===== src/gdr_pkg.sv =====
/*
  Shared constants and types for the three-phase gate drive logic:
  register map, status field layout, protection thresholds in millivolts
  and enable filter timing.
  Assumes a 200 MHz clock and supply measurements given in millivolts.
*/
package gdr_pkg;

  localparam int GDR_PHASES = 3;
  localparam int GDR_MV_W = 16;
  localparam int GDR_ADR_W = 8;

  ////////////////////////////////////////////////////////////////////////////
  // Timing
  localparam int GDR_CLK_PERIOD_PS = 5000;
  localparam int GDR_EN_FILT_NS = 2500;
  // Least time, so round up
  localparam int GDR_EN_FILT_CYC = (GDR_EN_FILT_NS * 1000 + GDR_CLK_PERIOD_PS - 1) / GDR_CLK_PERIOD_PS;

  ////////////////////////////////////////////////////////////////////////////
  // Protection thresholds, millivolts
  localparam logic [15:0] GDR_OVP_SET_MV = 16'h6d60;
  localparam logic [15:0] GDR_OVP_CLR_MV = 16'h61a8;
  localparam logic [15:0] GDR_MUV_SET_MV = 16'h17d4;
  localparam logic [15:0] GDR_MUV_CLR_MV = 16'h1964;
  localparam logic [15:0] GDR_LUV_SET_MV = 16'h0ed8;
  localparam logic [15:0] GDR_LUV_CLR_MV = 16'h0fa0;
  localparam logic [15:0] GDR_GUV_SET_MV = 16'h1bbc;
  localparam logic [15:0] GDR_GUV_CLR_MV = 16'h1d4c;

  ////////////////////////////////////////////////////////////////////////////
  // Register map and fields
  localparam logic [7:0] GDR_REG_CTRL = 8'h00;
  localparam logic [7:0] GDR_REG_STAT = 8'h04;
  localparam int GDR_CTRL_OFF_BIT = 0;
  localparam logic GDR_CTRL_OFF_RST = 1'h0;
  localparam int GDR_ST_FLAGS_LSB = 0;
  localparam int GDR_ST_EN_BIT = 7;
  localparam int GDR_ST_PIN_BIT = 8;
  localparam int GDR_ST_REARM_LSB = 9;
  localparam int GDR_ST_HIGH_LSB = 12;
  localparam int GDR_ST_LOW_LSB = 15;

  typedef struct packed {
    logic thermal;
    logic [GDR_PHASES-1:0] gateUv;
    logic logicUv;
    logic mainUv;
    logic overV;
  } gdr_prot_t;

  localparam gdr_prot_t GDR_PROT_RST = '{default: 1'b0};

endpackage


===== src/gdr_gate_logic.sv =====
/*
  Gate drive logic of a three-phase half-bridge driver: command decode,
  shoot-through block, enable gating, supply protection with hysteresis,
  thermal shutdown without hysteresis, re-arm on the next falling command edge, open-drain fault
  pin and a classic Wishbone register slave.
  Assumes synchronous command, enable and measurement inputs, and that
  the pin pads hold pull-ups on the commands and a pull-down on enable.
*/
// Chosen here: register access over Wishbone and the placing of the registers.
`timescale 1ns/1ps
module gdr_gate_logic
  import gdr_pkg::*;
#(
  parameter int EN_FILT_CYC = GDR_EN_FILT_CYC
) (
  input wire logic clock,
  input wire logic rst,
  input wire logic wbCyc,
  input wire logic wbStb,
  input wire logic wbWe,
  input wire logic [GDR_ADR_W-1:0] wbAdr,
  input wire logic [31:0] wbDatW,
  input wire logic [3:0] wbSel,
  output logic [31:0] wbDatR,
  output logic wbAck,
  input wire logic [GDR_PHASES-1:0] highSideCmdN,
  input wire logic [GDR_PHASES-1:0] lowSideCmdN,
  input wire logic enableIn,
  input wire logic [GDR_MV_W-1:0] mainSupplyMv,
  input wire logic [GDR_MV_W-1:0] logicSupplyMv,
  input wire logic [GDR_PHASES-1:0][GDR_MV_W-1:0] gateDriveSupplyMv,
  input wire logic thermalShutdown,
  output logic [GDR_PHASES-1:0] highGateOut,
  output logic [GDR_PHASES-1:0] lowGateOut,
  input wire logic faultOutNIn,
  output logic faultOutNOut,
  output logic faultOutNOe,
  output logic pumpBoostEn
);

  ////////////////////////////////////////////////////////////////////////////
  // Declarations

  gdr_prot_t flags_r;
  gdr_prot_t flags_nxt;
  logic enFilt;
  logic softOff_r;
  logic hardGate;
  logic [GDR_PHASES-1:0] highPrev_r;
  logic [GDR_PHASES-1:0] lowPrev_r;
  logic [GDR_PHASES-1:0] fallEdge;
  logic [GDR_PHASES-1:0] rearm_r;
  logic [GDR_PHASES-1:0] high_r;
  logic [GDR_PHASES-1:0] low_r;
  logic [GDR_PHASES-1:0] high_nxt;
  logic [GDR_PHASES-1:0] low_nxt;
  logic faultOe_r;
  logic pump_r;
  logic ack_r;
  logic [31:0] datR_r;
  logic wbReq;
  logic [31:0] statWord;

  // Hysteresis comparator; setHigh selects an over- or under-threshold flag
  function automatic logic hyst(
    input logic cur,
    input logic [GDR_MV_W-1:0] v,
    input logic [GDR_MV_W-1:0] setLvl,
    input logic [GDR_MV_W-1:0] clrLvl,
    input logic setHigh
  );
    logic res;
    res = cur;
    if (setHigh) begin
      if (v >= setLvl) begin
        res = 1'b1;
      end else if (v <= clrLvl) begin
        res = 1'b0;
      end
    end else begin
      if (v <= setLvl) begin
        res = 1'b1;
      end else if (v >= clrLvl) begin
        res = 1'b0;
      end
    end
    return res;
  endfunction

  ////////////////////////////////////////////////////////////////////////////
  // Enable filter

  gdr_enable_filter #(
    .CYCLES(EN_FILT_CYC)
  ) u_gdr_enable_filter (
    .clock(clock),
    .rst(rst),
    .rawIn(enableIn),
    .filtOut(enFilt)
  );

  ////////////////////////////////////////////////////////////////////////////
  // Protection flags

  always_comb begin
    flags_nxt = flags_r;
    flags_nxt.overV = hyst(flags_r.overV, mainSupplyMv, GDR_OVP_SET_MV, GDR_OVP_CLR_MV, 1'b1);
    flags_nxt.mainUv = hyst(flags_r.mainUv, mainSupplyMv, GDR_MUV_SET_MV, GDR_MUV_CLR_MV, 1'b0);
    flags_nxt.logicUv = hyst(flags_r.logicUv, logicSupplyMv, GDR_LUV_SET_MV, GDR_LUV_CLR_MV, 1'b0);
    for (int p = 0; p < GDR_PHASES; p++) begin
      flags_nxt.gateUv[p] = hyst(flags_r.gateUv[p], gateDriveSupplyMv[p], GDR_GUV_SET_MV, GDR_GUV_CLR_MV,
                                 1'b0);
    end
    flags_nxt.thermal = thermalShutdown;
  end

  always_ff @(posedge clock) begin
    if (rst) begin
      flags_r <= GDR_PROT_RST;
    end else begin
      flags_r <= flags_nxt;
    end
  end

  // Boost stops under main undervoltage; the oscillator is not gated here
  always_ff @(posedge clock) begin
    if (rst) begin
      pump_r <= 1'b0;
    end else begin
      pump_r <= ~flags_r.mainUv;
    end
  end

  assign pumpBoostEn = pump_r;

  ////////////////////////////////////////////////////////////////////////////
  // Gating and re-arm

  // Gate-supply undervoltage is deliberately absent: it only flags a fault
  assign hardGate = flags_r.overV | flags_r.mainUv | flags_r.logicUv | flags_r.thermal
                  | ~enFilt | softOff_r;

  assign fallEdge = (highPrev_r & ~highSideCmdN) | (lowPrev_r & ~lowSideCmdN);

  always_ff @(posedge clock) begin
    if (rst) begin
      highPrev_r <= '1;
      lowPrev_r <= '1;
    end else begin
      highPrev_r <= highSideCmdN;
      lowPrev_r <= lowSideCmdN;
    end
  end

  always_ff @(posedge clock) begin
    if (rst) begin
      rearm_r <= '1;
    end else if (hardGate) begin
      rearm_r <= '1;
    end else begin
      rearm_r <= rearm_r & ~fallEdge;
    end
  end

  // No filtering: a command change reaches the gate one clock later
  always_comb begin
    for (int p = 0; p < GDR_PHASES; p++) begin
      high_nxt[p] = ~highSideCmdN[p] & lowSideCmdN[p];
      low_nxt[p] = ~lowSideCmdN[p] & highSideCmdN[p];
      if (hardGate || (rearm_r[p] && !fallEdge[p])) begin
        high_nxt[p] = 1'b0;
        low_nxt[p] = 1'b0;
      end
    end
  end

  always_ff @(posedge clock) begin
    if (rst) begin
      high_r <= '0;
      low_r <= '0;
    end else begin
      high_r <= high_nxt;
      low_r <= low_nxt;
    end
  end

  assign highGateOut = high_r;
  assign lowGateOut = low_r;

  ////////////////////////////////////////////////////////////////////////////
  // Open-drain fault pin

  always_ff @(posedge clock) begin
    if (rst) begin
      faultOe_r <= 1'b0;
    end else begin
      faultOe_r <= |flags_r;
    end
  end

  assign faultOutNOut = 1'b0;
  assign faultOutNOe = faultOe_r;

  ////////////////////////////////////////////////////////////////////////////
  // Wishbone slave: ack one cycle after the request, writes land on the edge that samples the ack, unmapped reads zero

  assign wbReq = wbCyc & wbStb & ~ack_r;

  always_comb begin
    statWord = '0;
    statWord[GDR_ST_FLAGS_LSB +: $bits(gdr_prot_t)] = flags_r;
    statWord[GDR_ST_EN_BIT] = enFilt;
    statWord[GDR_ST_PIN_BIT] = faultOutNIn;
    statWord[GDR_ST_REARM_LSB +: GDR_PHASES] = rearm_r;
    statWord[GDR_ST_HIGH_LSB +: GDR_PHASES] = high_r;
    statWord[GDR_ST_LOW_LSB +: GDR_PHASES] = low_r;
  end

  always_ff @(posedge clock) begin
    if (rst) begin
      ack_r <= 1'b0;
    end else begin
      ack_r <= wbReq;
    end
  end

  always_ff @(posedge clock) begin
    if (rst) begin
      softOff_r <= GDR_CTRL_OFF_RST;
    end else if (wbCyc && wbStb && ack_r && wbWe && wbAdr == GDR_REG_CTRL && wbSel[0]) begin
      softOff_r <= wbDatW[GDR_CTRL_OFF_BIT];
    end
  end

  always_ff @(posedge clock) begin
    if (rst) begin
      datR_r <= '0;
    end else if (wbReq && !wbWe) begin
      unique case (wbAdr)
        GDR_REG_CTRL: begin
          datR_r <= {31'h0, softOff_r};
        end
        GDR_REG_STAT: begin
          datR_r <= statWord;
        end
        default: begin
          datR_r <= '0;
        end
      endcase
    end
  end

  assign wbAck = ack_r;
  assign wbDatR = datR_r;

  ////////////////////////////////////////////////////////////////////////////
  // Assertions

  noShootThru_a: assert property (@(posedge clock) disable iff (rst)
    (highGateOut & lowGateOut) == '0)
    else $error("high and low gate on together");

  highDecode_a: assert property (@(posedge clock) disable iff (rst)
    ($past(!hardGate) && $past(rearm_r) == '0) |-> highGateOut == $past(~highSideCmdN & lowSideCmdN))
    else $error("high gate does not follow its command");

  lowDecode_a: assert property (@(posedge clock) disable iff (rst)
    ($past(!hardGate) && $past(rearm_r) == '0) |-> lowGateOut == $past(~lowSideCmdN & highSideCmdN))
    else $error("low gate does not follow its command");

  hardOff_a: assert property (@(posedge clock) disable iff (rst)
    (flags_r.overV || flags_r.mainUv || flags_r.logicUv || flags_r.thermal) |=> (highGateOut | lowGateOut) == '0)
    else $error("gate on during hard protection");

  enableOff_a: assert property (@(posedge clock) disable iff (rst)
    !enFilt |=> ((highGateOut | lowGateOut) == '0) && rearm_r == '1)
    else $error("gate on while disabled");

  rearmHold_a: assert property (@(posedge clock) disable iff (rst)
    ((highGateOut | lowGateOut) & $past(rearm_r & ~fallEdge)) == '0)
    else $error("gate on before re-arming edge");

  rearmClear_a: assert property (@(posedge clock) disable iff (rst)
    (!hardGate && fallEdge[0]) |=> !rearm_r[0])
    else $error("falling edge did not clear re-arm");

  resetOff_a: assert property (@(posedge clock)
    (!rst && $past(rst)) |-> rearm_r == '1 && highGateOut == '0 && lowGateOut == '0)
    else $error("gates not off after reset");

  faultPin_a: assert property (@(posedge clock) disable iff (rst)
    (mainSupplyMv >= GDR_OVP_SET_MV) |-> ##2 faultOutNOe)
    else $error("fault pin not driven on overvoltage");

  faultNone_a: assert property (@(posedge clock) disable iff (rst)
    (!enFilt && flags_r == GDR_PROT_RST) |=> !faultOutNOe)
    else $error("fault pin driven while only disabled");

  gateUvRun_a: assert property (@(posedge clock) disable iff (rst)
    (flags_r.gateUv[0] && !hardGate && !rearm_r[0] && !highSideCmdN[0] && lowSideCmdN[0]) |=> highGateOut[0])
    else $error("gate stopped under gate-supply undervoltage");

  ovpHyst_a: assert property (@(posedge clock) disable iff (rst)
    (flags_r.overV && mainSupplyMv > GDR_OVP_CLR_MV) |=> flags_r.overV)
    else $error("overvoltage cleared above release level");

  pumpStop_a: assert property (@(posedge clock) disable iff (rst)
    (mainSupplyMv <= GDR_MUV_SET_MV) |-> ##2 !pumpBoostEn)
    else $error("pump boost running under main undervoltage");

  logicUv_a: assert property (@(posedge clock) disable iff (rst)
    (logicSupplyMv >= GDR_LUV_CLR_MV) |=> !flags_r.logicUv)
    else $error("logic undervoltage not released");

  gateUv_a: assert property (@(posedge clock) disable iff (rst)
    (gateDriveSupplyMv[0] <= GDR_GUV_SET_MV) |=> flags_r.gateUv[0])
    else $error("gate-supply undervoltage not set");

  wbAckPulse_a: assert property (@(posedge clock) disable iff (rst)
    wbAck |=> !wbAck)
    else $error("ack held longer than one cycle");

endmodule


===== src/gdr_enable_filter.sv =====
/*
  Glitch filter for the enable input: the output takes a new level only
  after the raw input has held that level for CYCLES clocks.
  Assumes the raw input is already synchronous to clock.
*/
`timescale 1ns/1ps
module gdr_enable_filter
  import gdr_pkg::*;
#(
  parameter int CYCLES = GDR_EN_FILT_CYC
) (
  input wire logic clock,
  input wire logic rst,
  input wire logic rawIn,
  output logic filtOut
);

  localparam int CW = $clog2(CYCLES + 1);
  localparam logic [CW-1:0] LAST = CW'(CYCLES - 1);

  logic [CW-1:0] cnt_r;
  logic filt_r;

  assign filtOut = filt_r;

  ////////////////////////////////////////////////////////////////////////////
  // A mismatch must last the full window; any return restarts the count
  always_ff @(posedge clock) begin
    if (rst) begin
      cnt_r <= '0;
    end else if (rawIn == filt_r || cnt_r == LAST) begin
      cnt_r <= '0;
    end else begin
      cnt_r <= cnt_r + CW'(1);
    end
  end

  always_ff @(posedge clock) begin
    if (rst) begin
      filt_r <= 1'b0;
    end else if (rawIn != filt_r && cnt_r == LAST) begin
      filt_r <= rawIn;
    end
  end

  filterWait_a: assert property (@(posedge clock) disable iff (rst)
    (filt_r != $past(filt_r)) |-> ($past(cnt_r) == LAST && $past(rawIn) == filt_r))
    else $error("enable filter changed before the window elapsed");

  filterReset_a: assert property (@(posedge clock)
    (!rst && $past(rst)) |-> !filt_r)
    else $error("enable filter not low after reset");

endmodule


===== config.mk =====
export PLATFORM = sky130hd
export DESIGN_NAME = gdr_gate_logic
export DESIGN_NICKNAME = d
export VERILOG_FILES = /design/src/gdr_pkg.sv /design/src/gdr_gate_logic.sv /design/src/gdr_enable_filter.sv
export SDC_FILE = /design/constraint.sdc
export NUM_CORES = 1
export LEC_CHECK = 0
export BUFFER_PORTS_ARGS = -buffer_cell sky130_fd_sc_hd__buf_2
export CORE_ASPECT_RATIO = 1.5
export CORE_MARGIN = 2
export CORE_UTILIZATION = 35
export CTS_CLUSTER_DIAMETER = 120
export CTS_CLUSTER_SIZE = 24
export DETAILED_ROUTE_END_ITERATION = 7
export PLACE_DENSITY = 0.7
export SLEW_MARGIN = 10
export SYNTH_ARGS = -nofsm -noshare
export SYNTH_HDL_FRONTEND = slang
export SYNTH_HIERARCHICAL = 1
export SYNTH_SLANG_ARGS = --single-unit
export TNS_END_PERCENT = 100

===== constraint.sdc =====
create_clock -name clock -period 3.2 [get_ports clock]
set_input_delay 0.64 -clock clock [delete_from_list [all_inputs] [get_ports clock]]
set_output_delay 0.64 -clock clock [all_outputs]
set_load 0.02 [all_outputs]

---- Yosys cells after proc, flatten, opt, wreduce, memory -nomap -nowiden ----
Cells that the tools add are included.
word-level totals
  bits in registers ....................... 68
  input bits .............................. 138
  output and inout bits ................... 42
  logic and storage cells ................. 113
operators by class
  add/subtract/negate cells ............... 1
  $lt $le $gt $ge ......................... 12
  eq/ne operators ......................... 4
  mux-type cells .......................... 13
  bitwise operators ....................... 29
  reductions and logical operators ........ 31
operators by type and width
  cell                                                                 number
  greater-or-equal comparator 16 x 13 -> 1 bit, second input constant  4
  less-or-equal comparator 16 x 13 -> 1 bit, second input constant     4
  case mux 18 bit (2 select lines)                                     1
  greater-or-equal comparator 16 x 12 -> 1 bit, second input constant  1
  greater-or-equal comparator 16 x 15 -> 1 bit, second input constant  1
  less-or-equal comparator 16 x 12 -> 1 bit, second input constant     1
  less-or-equal comparator 16 x 15 -> 1 bit, second input constant     1
  two-way mux 1 bit                                                    12
  nonzero test 2 bit                                                   6
  logical AND 1 bit                                                    10
  OR reduction 2 bit                                                   5
  adder 9 x 1 -> 9 bit, second input constant                          1
  bitwise AND 3 bit                                                    3
  equality test 9 bit, second input constant                           1
  NOT 1 bit                                                            9
  NOT 3 bit                                                            3
  bitwise AND 1 bit                                                    8
  equality test 8 x 3 -> 1 bit, second input constant                  1
  zero test 8 bit                                                      1
  OR reduction 7 bit                                                   1
  OR 1 bit                                                             5
  zero test 1 bit                                                      4
  logical OR 1 bit                                                     4
  OR 3 bit                                                             1
  2 further kinds                                                      2

---- Logic depth before layout (Yosys ltp) ----
Gate-level depths: netlist (run 1).
  depth in word-level cells ............... 7
  mapped depth ............................ 5
  mapped depth without buffers ............ 4

---- By module ----
The synthesis (run 1) kept the hierarchy.
modules (own cells, without submodules)
  module             instances  cells an instance  area each (µm²)  seq. area each (µm²)
  gdr_gate_logic     1          235                2147.1           880.8
  gdr_enable_filter  1          52                 460.4            200.2

---- Worst setup path before layout (run 1) ----
OpenSTA, ideal clock, no wires.
  path type ............................... input -> register
  from .................................... input port wbAdr[4]
  to ...................................... register softOff_r
  library setup time ...................... 0.127 ns
  data arrival time ....................... 1.690 ns
  required time ........................... 3.073 ns
  slack ................................... 1.382 ns
  cell stages on the path ................. 5
  buffers on the path ..................... 1
  cell sequence ........................... or4_4 > nor4_4 > buf_6 > a21bo_2 > a21oi_2
between the ends
  cells in the longest elaborated chain, start to end .. 3
ends and longest elaborated chain
  item                            line                   source
  start: declaration              gdr_gate_logic.sv:21   input wire logic [GDR_ADR_W-1:0] wbAdr,
  zero test 8 bit                 gdr_gate_logic.sv:230  end else if (wbCyc && wbStb && ack_r && wbWe && wbAdr == GDR_REG_CTRL && wbSel[0]) begin
  logical AND 1 bit (2 in a row)  gdr_gate_logic.sv:230
  end signal: assignment          gdr_gate_logic.sv:231  softOff_r <= wbDatW[GDR_CTRL_OFF_BIT];
  end: declaration                gdr_gate_logic.sv:47   logic softOff_r;
Every way passes these cells.
A chain may end at the register's enable or synchronous reset.

---- Worst setup path after layout (run 1) ----
  from .................................... register flags_r[0] in the netlist's numbering
  to ...................................... register low_r[1], in the netlist lowGateOut[1]
between the ends
  cells in the longest elaborated chain, start to end .. 7
ends and longest elaborated chain
  item                                 line                   source
  start: declaration                   gdr_gate_logic.sv:44   gdr_prot_t flags_r;
  start signal: assignment             gdr_gate_logic.sv:121  flags_r <= flags_nxt;
  OR 1 bit (3 in a row)                gdr_gate_logic.sv:140  assign hardGate = flags_r.overV | flags_r.mainUv | flags_r.logicUv | flags_r.thermal
  OR 1 bit (2 in a row)                gdr_gate_logic.sv:141  | ~enFilt | softOff_r;
  logical OR 1 bit                     gdr_gate_logic.sv:170  if (hardGate || (rearm_r[p] && !fallEdge[p])) begin
  OR reduction 2 bit (no source line)  --
  end signal: assignment               gdr_gate_logic.sv:183  low_r <= low_nxt;
  end: declaration                     gdr_gate_logic.sv:54   logic [GDR_PHASES-1:0] low_r;
Every way passes these cells.

==> results of run 1 <==
worst min path at each step:
| stage | from | endpoint | slack [ns] | cells past startpoint |
|---|---|---|---|---|
| after floorplan | flags_r[1] | pumpBoostEn | 0.43 | 1 |
| after global placement | u_gdr_enable_filter/cnt_r[0] | u_gdr_enable_filter/cnt_r[0] | 0.44 | 1 |
| after detailed placement | u_gdr_enable_filter/cnt_r[0] | u_gdr_enable_filter/cnt_r[0] | 0.45 | 1 |
| after CTS | u_gdr_enable_filter/cnt_r[0] | u_gdr_enable_filter/cnt_r[0] | 0.47 | 1 |
| after global routing | u_gdr_enable_filter/cnt_r[0] | u_gdr_enable_filter/cnt_r[0] | 0.50 | 1 |
| final | u_gdr_enable_filter/cnt_r[0] | u_gdr_enable_filter/cnt_r[0] | 0.47 | 1 |
state kept, by name, indices dropped and copies added (netlist names), 3 cells and up:
| name | flops |
|---|---|
| wbDatR | 18 |
| u_gdr_enable_filter/cnt_r | 9 |
| flags_r | 7 |
| highGateOut | 3 |
| highPrev_r | 3 |
| lowGateOut | 3 |
| lowPrev_r | 3 |
| rearm_r | 3 |
cell type report:
type,count,area (µm²)
well taps,100,125
clock buffers,7,76.3
multi-input cells,215,1380
fillers,723,3830
inverters,8,30.0
flip-flops and latches,54,1080
repair buffers,133,673
clock inverters,1,30.0
cell families after synthesis:
group	Yosys count	share of synthesized area, %
multiplexers	1	0.384
adder cells (fa/ha/maj)	1	0.480
other	1	0.144
flip-flops	54	41.5
AO/OA/AOI/OAI	77	22.0
XOR/XNOR	3	1.01
buffers and inverters	32	7.49
AND/OR/NAND/NOR	118	27.1
layout by cell type, fill, tap and decap left out, types with 3 or more instances in the layout:
| master | n |
|---|---|
| a211o_1 | 3 |
| a211oi_1 | 4 |
| a21oi_1 | 13 |
| a31o_2 | 5 |
| a31oi_1 | 4 |
| a32oi_1 | 17 |
| a41oi_1 | 3 |
| buf_2 | 130 |
| buf_4 | 3 |
| clkbuf_8 | 5 |
| conb_1 | 15 |
| dfxtp_1 | 54 |
| inv_1 | 8 |
| nand2_1 | 6 |
| nand2b_1 | 9 |
| nand3_1 | 6 |
| nand4_1 | 9 |
| nor2_1 | 31 |
| nor2b_1 | 9 |
| nor3_1 | 7 |
| nor4_1 | 6 |
| nor4b_1 | 6 |
| o211ai_1 | 3 |
| o21ai_0 | 10 |
| o31a_1 | 3 |
| or2_2 | 6 |
| or3_1 | 6 |
worst reg2reg max path: stages (launching register included):
cell     delay [ns]
dfxtp_1        0.35
nor4_1         0.55
nand3_1        0.47
nor4b_1        0.42
metrics by stage:
step | power (mW) | hold WS, ns | instances | util [%]
floorplan | 0.794 | 0.426 | 301 | -
global placement | 0.874 | 0.444 | 510 | 45.6
detailed placement | 0.879 | 0.450 | 510 | 45.6
CTS | 1.32 | 0.474 | 518 | 47.0
global route | 1.37 | 0.496 | 518 | 47.0
finish | 1.30 | 0.468 | 518 | 47.0
per-layer routing:
| metal | global-route usage, % | vias up | wire length [µm] |
|---|---|---|---|
| li1 | - | 1329 | - |
| met1 | 17.7 | 1238 | 2510 |
| met2 | 31.4 | 108 | 3790 |
| met3 | 2.84 | 6 | 372 |
| met4 | 5.61 | 0 | 83 |
| met5 | 0 | - | 0 |
report_power, final:
group / total, mW / switching (mW) / internal, mW / leakage, nW
clock network: 0.436 / 0.202 / 0.234 / 0.0524
logic: 0.173 / 0.0942 / 0.0791 / 0.966
registers: 0.690 / 0.00725 / 0.682 / 0.439
==> results.sh, run 1 <==
export IMPL_numPortBuffers=130
export IMPL_final_hold_violation_count=0
export IMPL_start_kind="flop"
export IMPL_synth_flop_cell="dfxtp_1"
export IMPL_critPathKind="reg2reg"
export IMPL_yosys_area_top_type_share_pct=41.5
export IMPL_die_w_um=74.5
export IMPL_synth_async_reset_ratio_pct=0
export IMPL_routedWlPerCell_um=13.0
export IMPL_cts_root_buf="clkbuf_8"
export IMPL_r2r_setup_slack_ns=1.31
export IMPL_ys_warn_count=6
export IMPL_worstSetupEndpointType="flop"
export IMPL_cts_sinks=54
export IMPL_grt_start_max_net_pins=23
export IMPL_fin_crit_ns=1.89
export IMPL_io_pins=180
export IMPL_grt_pass1_wl_mm=10.7
export IMPL_vias=2681
export IMPL_yosysSeqAreaShare_pct=41.5
export IMPL_yosysMostFrequentCell="dfxtp_1"
export IMPL_clk_latency_ns=0.29
export IMPL_slew_headroom_pct=46.5
export IMPL_status="finished clean"
export IMPL_drt_total_wl_mm=6.75
export IMPL_yosys_area_top_type="dfxtp_1"
export IMPL_final_net_count=556
export IMPL_p_per_area_nw_per_um2=382
export IMPL_fin_crit_sh_pct=59.0
export IMPL_p_leak_nw=1.46
export IMPL_netlist_top_cells_count="dfxtp_1 (54), nor2_1 (31), a32oi_1 (17)"
export IMPL_slowest_delay_ns=0.55
export IMPL_die_y_um=110
export IMPL_required_ns=3.39
export IMPL_antenna_found_initial=0
export IMPL_drc=0
export IMPL_cp_num_buf_inv=0
export IMPL_fin_tns_setup_ns=0
export IMPL_reg2reg_from="flags_r[0]"
export IMPL_die_area_um2=8170
export IMPL_cp_depth=3
export IMPL_drt_iter0_markers=140
export IMPL_detail_route_antenna_nets=0
export IMPL_synthCells=287
export IMPL_startpoint="flags_r[0]"
export IMPL_cts_reportedPaths_clkPinSlew_ns=0.09
export IMPL_core_area_um2=7230
export IMPL_r2r_cells=3
export IMPL_diodes=0
export IMPL_htree_levels=2
export IMPL_pre_cts_ws_ns=0.988
export IMPL_clock_path_buffers=2
export IMPL_dp_final_hpwl_mm=5.34
export IMPL_synth_area_um2=2610
export IMPL_holdCritPathClass="reg2reg"
export IMPL_ys_seq_elements=54
export IMPL_synth_area_leaders="dfxtp_1 (41%), a32oi_1 (5.7%), nor2_1 (4.5%), buf_4 (4.3%), a21oi_1 (2.5%)"
export IMPL_grtUsageTotal_pct=16.5
export IMPL_slew_viol_final=0
export IMPL_finalSetupViolCount=0
export IMPL_worstPathArrival_ns=2.08
export IMPL_cp_max_fo=9
export IMPL_gp_congestion=0.837
export IMPL_tightest_slew_ns=0.802
export IMPL_cts_tree="built"
export IMPL_first_pass_iters=4
export IMPL_area_growth_syn_to_layout_pct=30.4
export IMPL_holdBufCountCts=0
export IMPL_grt_setup_unrepaired="false"
export IMPL_drive_gt1_share_pct=38.0
export IMPL_overflow=0
export IMPL_avgSynthCellArea_um2=9.09
export IMPL_drv_cap=0
export IMPL_synth_edf_count=0
export IMPL_cts_resized=0
export IMPL_ir_drop_mv=0.189
export IMPL_cts_buffers=5
export IMPL_path_cells="nor4_1 -> nand3_1 -> nor4b_1"
export IMPL_viasPerCell=5.18
export IMPL_crit_end="lowGateOut[1]"
export IMPL_start_util_pct=36.1
export IMPL_crit_family="simple AND/OR/NAND/NOR gates"
export IMPL_placed_area_um2=3290
export IMPL_critPathSlowestCell="nor4_1"
export IMPL_rows=38
export IMPL_postCtsSetupRepairBufs=0
export IMPL_skew_ns=0.00487
export IMPL_synth_distinct_cells=56
export IMPL_layout_setup_ws_ns=1.31
export IMPL_design_area_um2=3400
export IMPL_first_global_vias=2450
export IMPL_timing_rr_end="lowGateOut[1]"
export IMPL_max_freq_ghz=0.529
No activity file was read; power rests on OpenSTA's default activity.
==> run 2: changes to the inputs <==
--- a/config.mk
+++ b/config.mk
@@ -5,6 +5,7 @@
 export SDC_FILE = /design/constraint.sdc
 export NUM_CORES = 1
 export LEC_CHECK = 0
+export ABC_AREA = 1
 export BUFFER_PORTS_ARGS = -buffer_cell sky130_fd_sc_hd__buf_2
 export CORE_ASPECT_RATIO = 1.5
 export CORE_MARGIN = 2
@@ -12,7 +13,7 @@
 export CTS_CLUSTER_DIAMETER = 120
 export CTS_CLUSTER_SIZE = 24
 export DETAILED_ROUTE_END_ITERATION = 7
-export PLACE_DENSITY = 0.7
+export PLACE_DENSITY = 0.69
 export SLEW_MARGIN = 10
 export SYNTH_ARGS = -nofsm -noshare
 export SYNTH_HDL_FRONTEND = slang
==> constraint.sdc (replaced) <==
create_clock -name clock -period 1.6 [get_ports clock]
set_input_delay 0.32 -clock clock [delete_from_list [all_inputs] [get_ports clock]]
set_output_delay 0.32 -clock clock [all_outputs]
set_load 0.02 [all_outputs]
==> results.sh, run 2 <==
export IMPL_die_y_um=119
export IMPL_viasPerCell=4.67
export IMPL_first_global_vias=3127
export IMPL_largest_reg_flops=18
export IMPL_slew_viol_final=0
export IMPL_drc=0
export IMPL_p_leak_nw=1.96
export IMPL_design_area_um2=3920
export IMPL_fin_crit_ns=1.24
export IMPL_final_common_cell="buf_2"
export IMPL_yosys_area_share_adder_pct=0.406
export IMPL_avgSynthCellArea_um2=6.44
export IMPL_diodes=0
export IMPL_grtUsageTotal_pct=15.9
export IMPL_clk_latency_ns=0.29
export IMPL_synth_flop_cell="dfxtp_1"
export IMPL_yosysMostFrequentCell="nand2_1"
export IMPL_gp_congestion=0.842
export IMPL_dp_final_hpwl_mm=6.29
export IMPL_postCtsSetupRepairBufs=0
export IMPL_required_ns=1.82
export IMPL_synth_async_reset_ratio_pct=0
export IMPL_finalSetupViolCount=0
export IMPL_cts_resized=0
export IMPL_first_pass_iters=4
export IMPL_synth_xor_area_share_pct=0.284
export IMPL_synth_distinct_cells=36
export IMPL_synth_top_family_by_area="simple AND/OR/NAND/NOR gates"
export IMPL_vias=3355
export IMPL_synthCells=478
export IMPL_pre_cts_ws_ns=0.184
export IMPL_cp_max_fo=3
export IMPL_crit_path_frequent_cell="nand2_1"
export IMPL_holdBufCountCts=0
export IMPL_p_per_area_nw_per_um2=735
export IMPL_die_w_um=80.6
export IMPL_max_freq_ghz=0.806
export IMPL_clock_path_buffers=2
export IMPL_fin_tns_setup_ns=0
export IMPL_mostFrequentLayoutCells="buf_2 (130), nand2_1 (128), nor2_1 (71)"
export IMPL_area_growth_syn_to_layout_pct=27.3
export IMPL_cts_buffers=5
export IMPL_grt_setup_unrepaired="false"
export IMPL_ys_seq_elements=54
export IMPL_path_cells="nor2_1 -> nand2_1 -> inv_2 -> nand2_1 -> nor3_4 -> nand2_2 -> nor3_2"
export IMPL_worstPathArrival_ns=1.46
export IMPL_drt_total_wl_mm=7.49
export IMPL_start_kind="flop"
export IMPL_holdWs_ns=0.200
export IMPL_drv_cap=0
export IMPL_synth_compound_area_share_pct=7.72
export IMPL_ir_drop_mv=0.413
export IMPL_status="finished clean"
export IMPL_overflow=0
export IMPL_yosysSeqAreaShare_pct=35.1
export IMPL_cts_reportedPaths_clkPinSlew_ns=0.07
export IMPL_synth_edf_count=0
export IMPL_slowest_delay_ns=0.35
export IMPL_rows=41
export IMPL_regArea_um2=1080
export IMPL_final_net_count=749
export IMPL_critPathSlowestCell="dfxtp_1"
export IMPL_yosys_area_top_type="dfxtp_1"
export IMPL_die_area_um2=9580
export IMPL_final_hold_violation_count=0
export IMPL_grt_pass1_wl_mm=12.6
export IMPL_core_area_um2=8460
export IMPL_fillers=906
export IMPL_synth_area_leaders="dfxtp_1 (35%), nand2_1 (16%), nor2_1 (8.7%), nand3_1 (7.5%), inv_1 (6.8%)"
export IMPL_total_power_mw=2.88
export IMPL_holdCritPathClass="in2reg"
export IMPL_synth_simple_area_share_pct=43.0
export IMPL_yosys_area_top_type_share_pct=35.1
export IMPL_cts_root_buf="clkbuf_16"
export IMPL_synthMuxAreaShare_pct=0
export IMPL_layout_setup_ws_ns=0.360
export IMPL_multiInputGateArea_um2=1640
export IMPL_cts_sinks=54
export IMPL_skew_ns=0.00502
export IMPL_netlist_top_cells_count="nand2_1 (128), nor2_1 (71), inv_1 (56)"
export IMPL_cts_tree="built"
export IMPL_drt_iter0_markers=158
export IMPL_io_pins=180
export IMPL_placed_area_um2=3770
export IMPL_worstSetupEndpointType="flop"
export IMPL_antenna_found_initial=0
export IMPL_routedWlPerCell_um=10.4
export IMPL_fin_crit_sh_pct=77.5
export IMPL_synth_area_um2=3080
export IMPL_critPathKind="reg2reg"
export IMPL_start_util_pct=36.4
export IMPL_drive_gt1_share_pct=28.2
export IMPL_ys_warn_count=6
export IMPL_detail_route_antenna_nets=0
export IMPL_numPortBuffers=130
export IMPL_grt_start_max_net_pins=20
export IMPL_htree_levels=2
==> run 2: layer usage <==
| metal | global-route usage (%) | share of wire, % | vias up |
|---|---|---|---|
| li1 | - | - | 1747 |
| met1 | 16.4 | 38 | 1470 |
| met2 | 30.5 | 52 | 119 |
| met3 | 3.79 | 7.8 | 19 |
| met4 | 4.77 | 2.5 | 0 |
| met5 | 0 | 0 | - |
==> run 2: power breakdown <==
| part | internal (mW) | total, mW | switching, mW |
|---|---|---|---|
| Combinational | 0.162 | 0.404 | 0.242 |
| Sequential | 1.37 | 1.38 | 0.0117 |
| Clock | 0.597 | 1.10 | 0.503 |
==> run 2: cell type report <==
cell class	count	area share, %
repair buffers	133	17.2
well taps	107	3.41
multi-input cells	352	41.8
flip-flops and latches	54	27.6
clock buffers	5	3.19
clock inverters	3	0.734
inverters	64	6.13
==> run 2: cell families (layout without fill, tap and decap cells) <==
family          after synthesis  in the layout
flops                        54             54
fa+ha+maj                     1              1
xor+xnor                      1              1
buf+inv                      86            205
simple gates                293            293
other cells                   1             15
compound gates               42             42
==> run 2: stage by stage <==
stage / std cells / utilization, %
after global routing: 718 / 46.3
final: 718 / 46.3
after floorplan: 492 / -
after CTS: 718 / 46.3
after global placement: 710 / 44.5
after detailed placement: 710 / 44.5
==> run 2: final timing paths <==
path | slack [ns] | startpoint | cells after the start | end
worst max register to register | 0.36 | flags_r[2] | 7 | lowGateOut[0]
worst max-delay path | 0.36 | flags_r[2] | 7 | lowGateOut[0]
worst min register to register | 0.46 | wbDatR[13] | 2 | wbDatR[13]
worst min-delay path | 0.20 | highSideCmdN[0] | 2 | highGateOut[0]
==> run 2: worst max-delay path, delay by kind of cell (launching register included) <==
kind	cells	cell delay (ns)
simple gates	6	0.76
flops	1	0.35
buf+inv	1	0.06
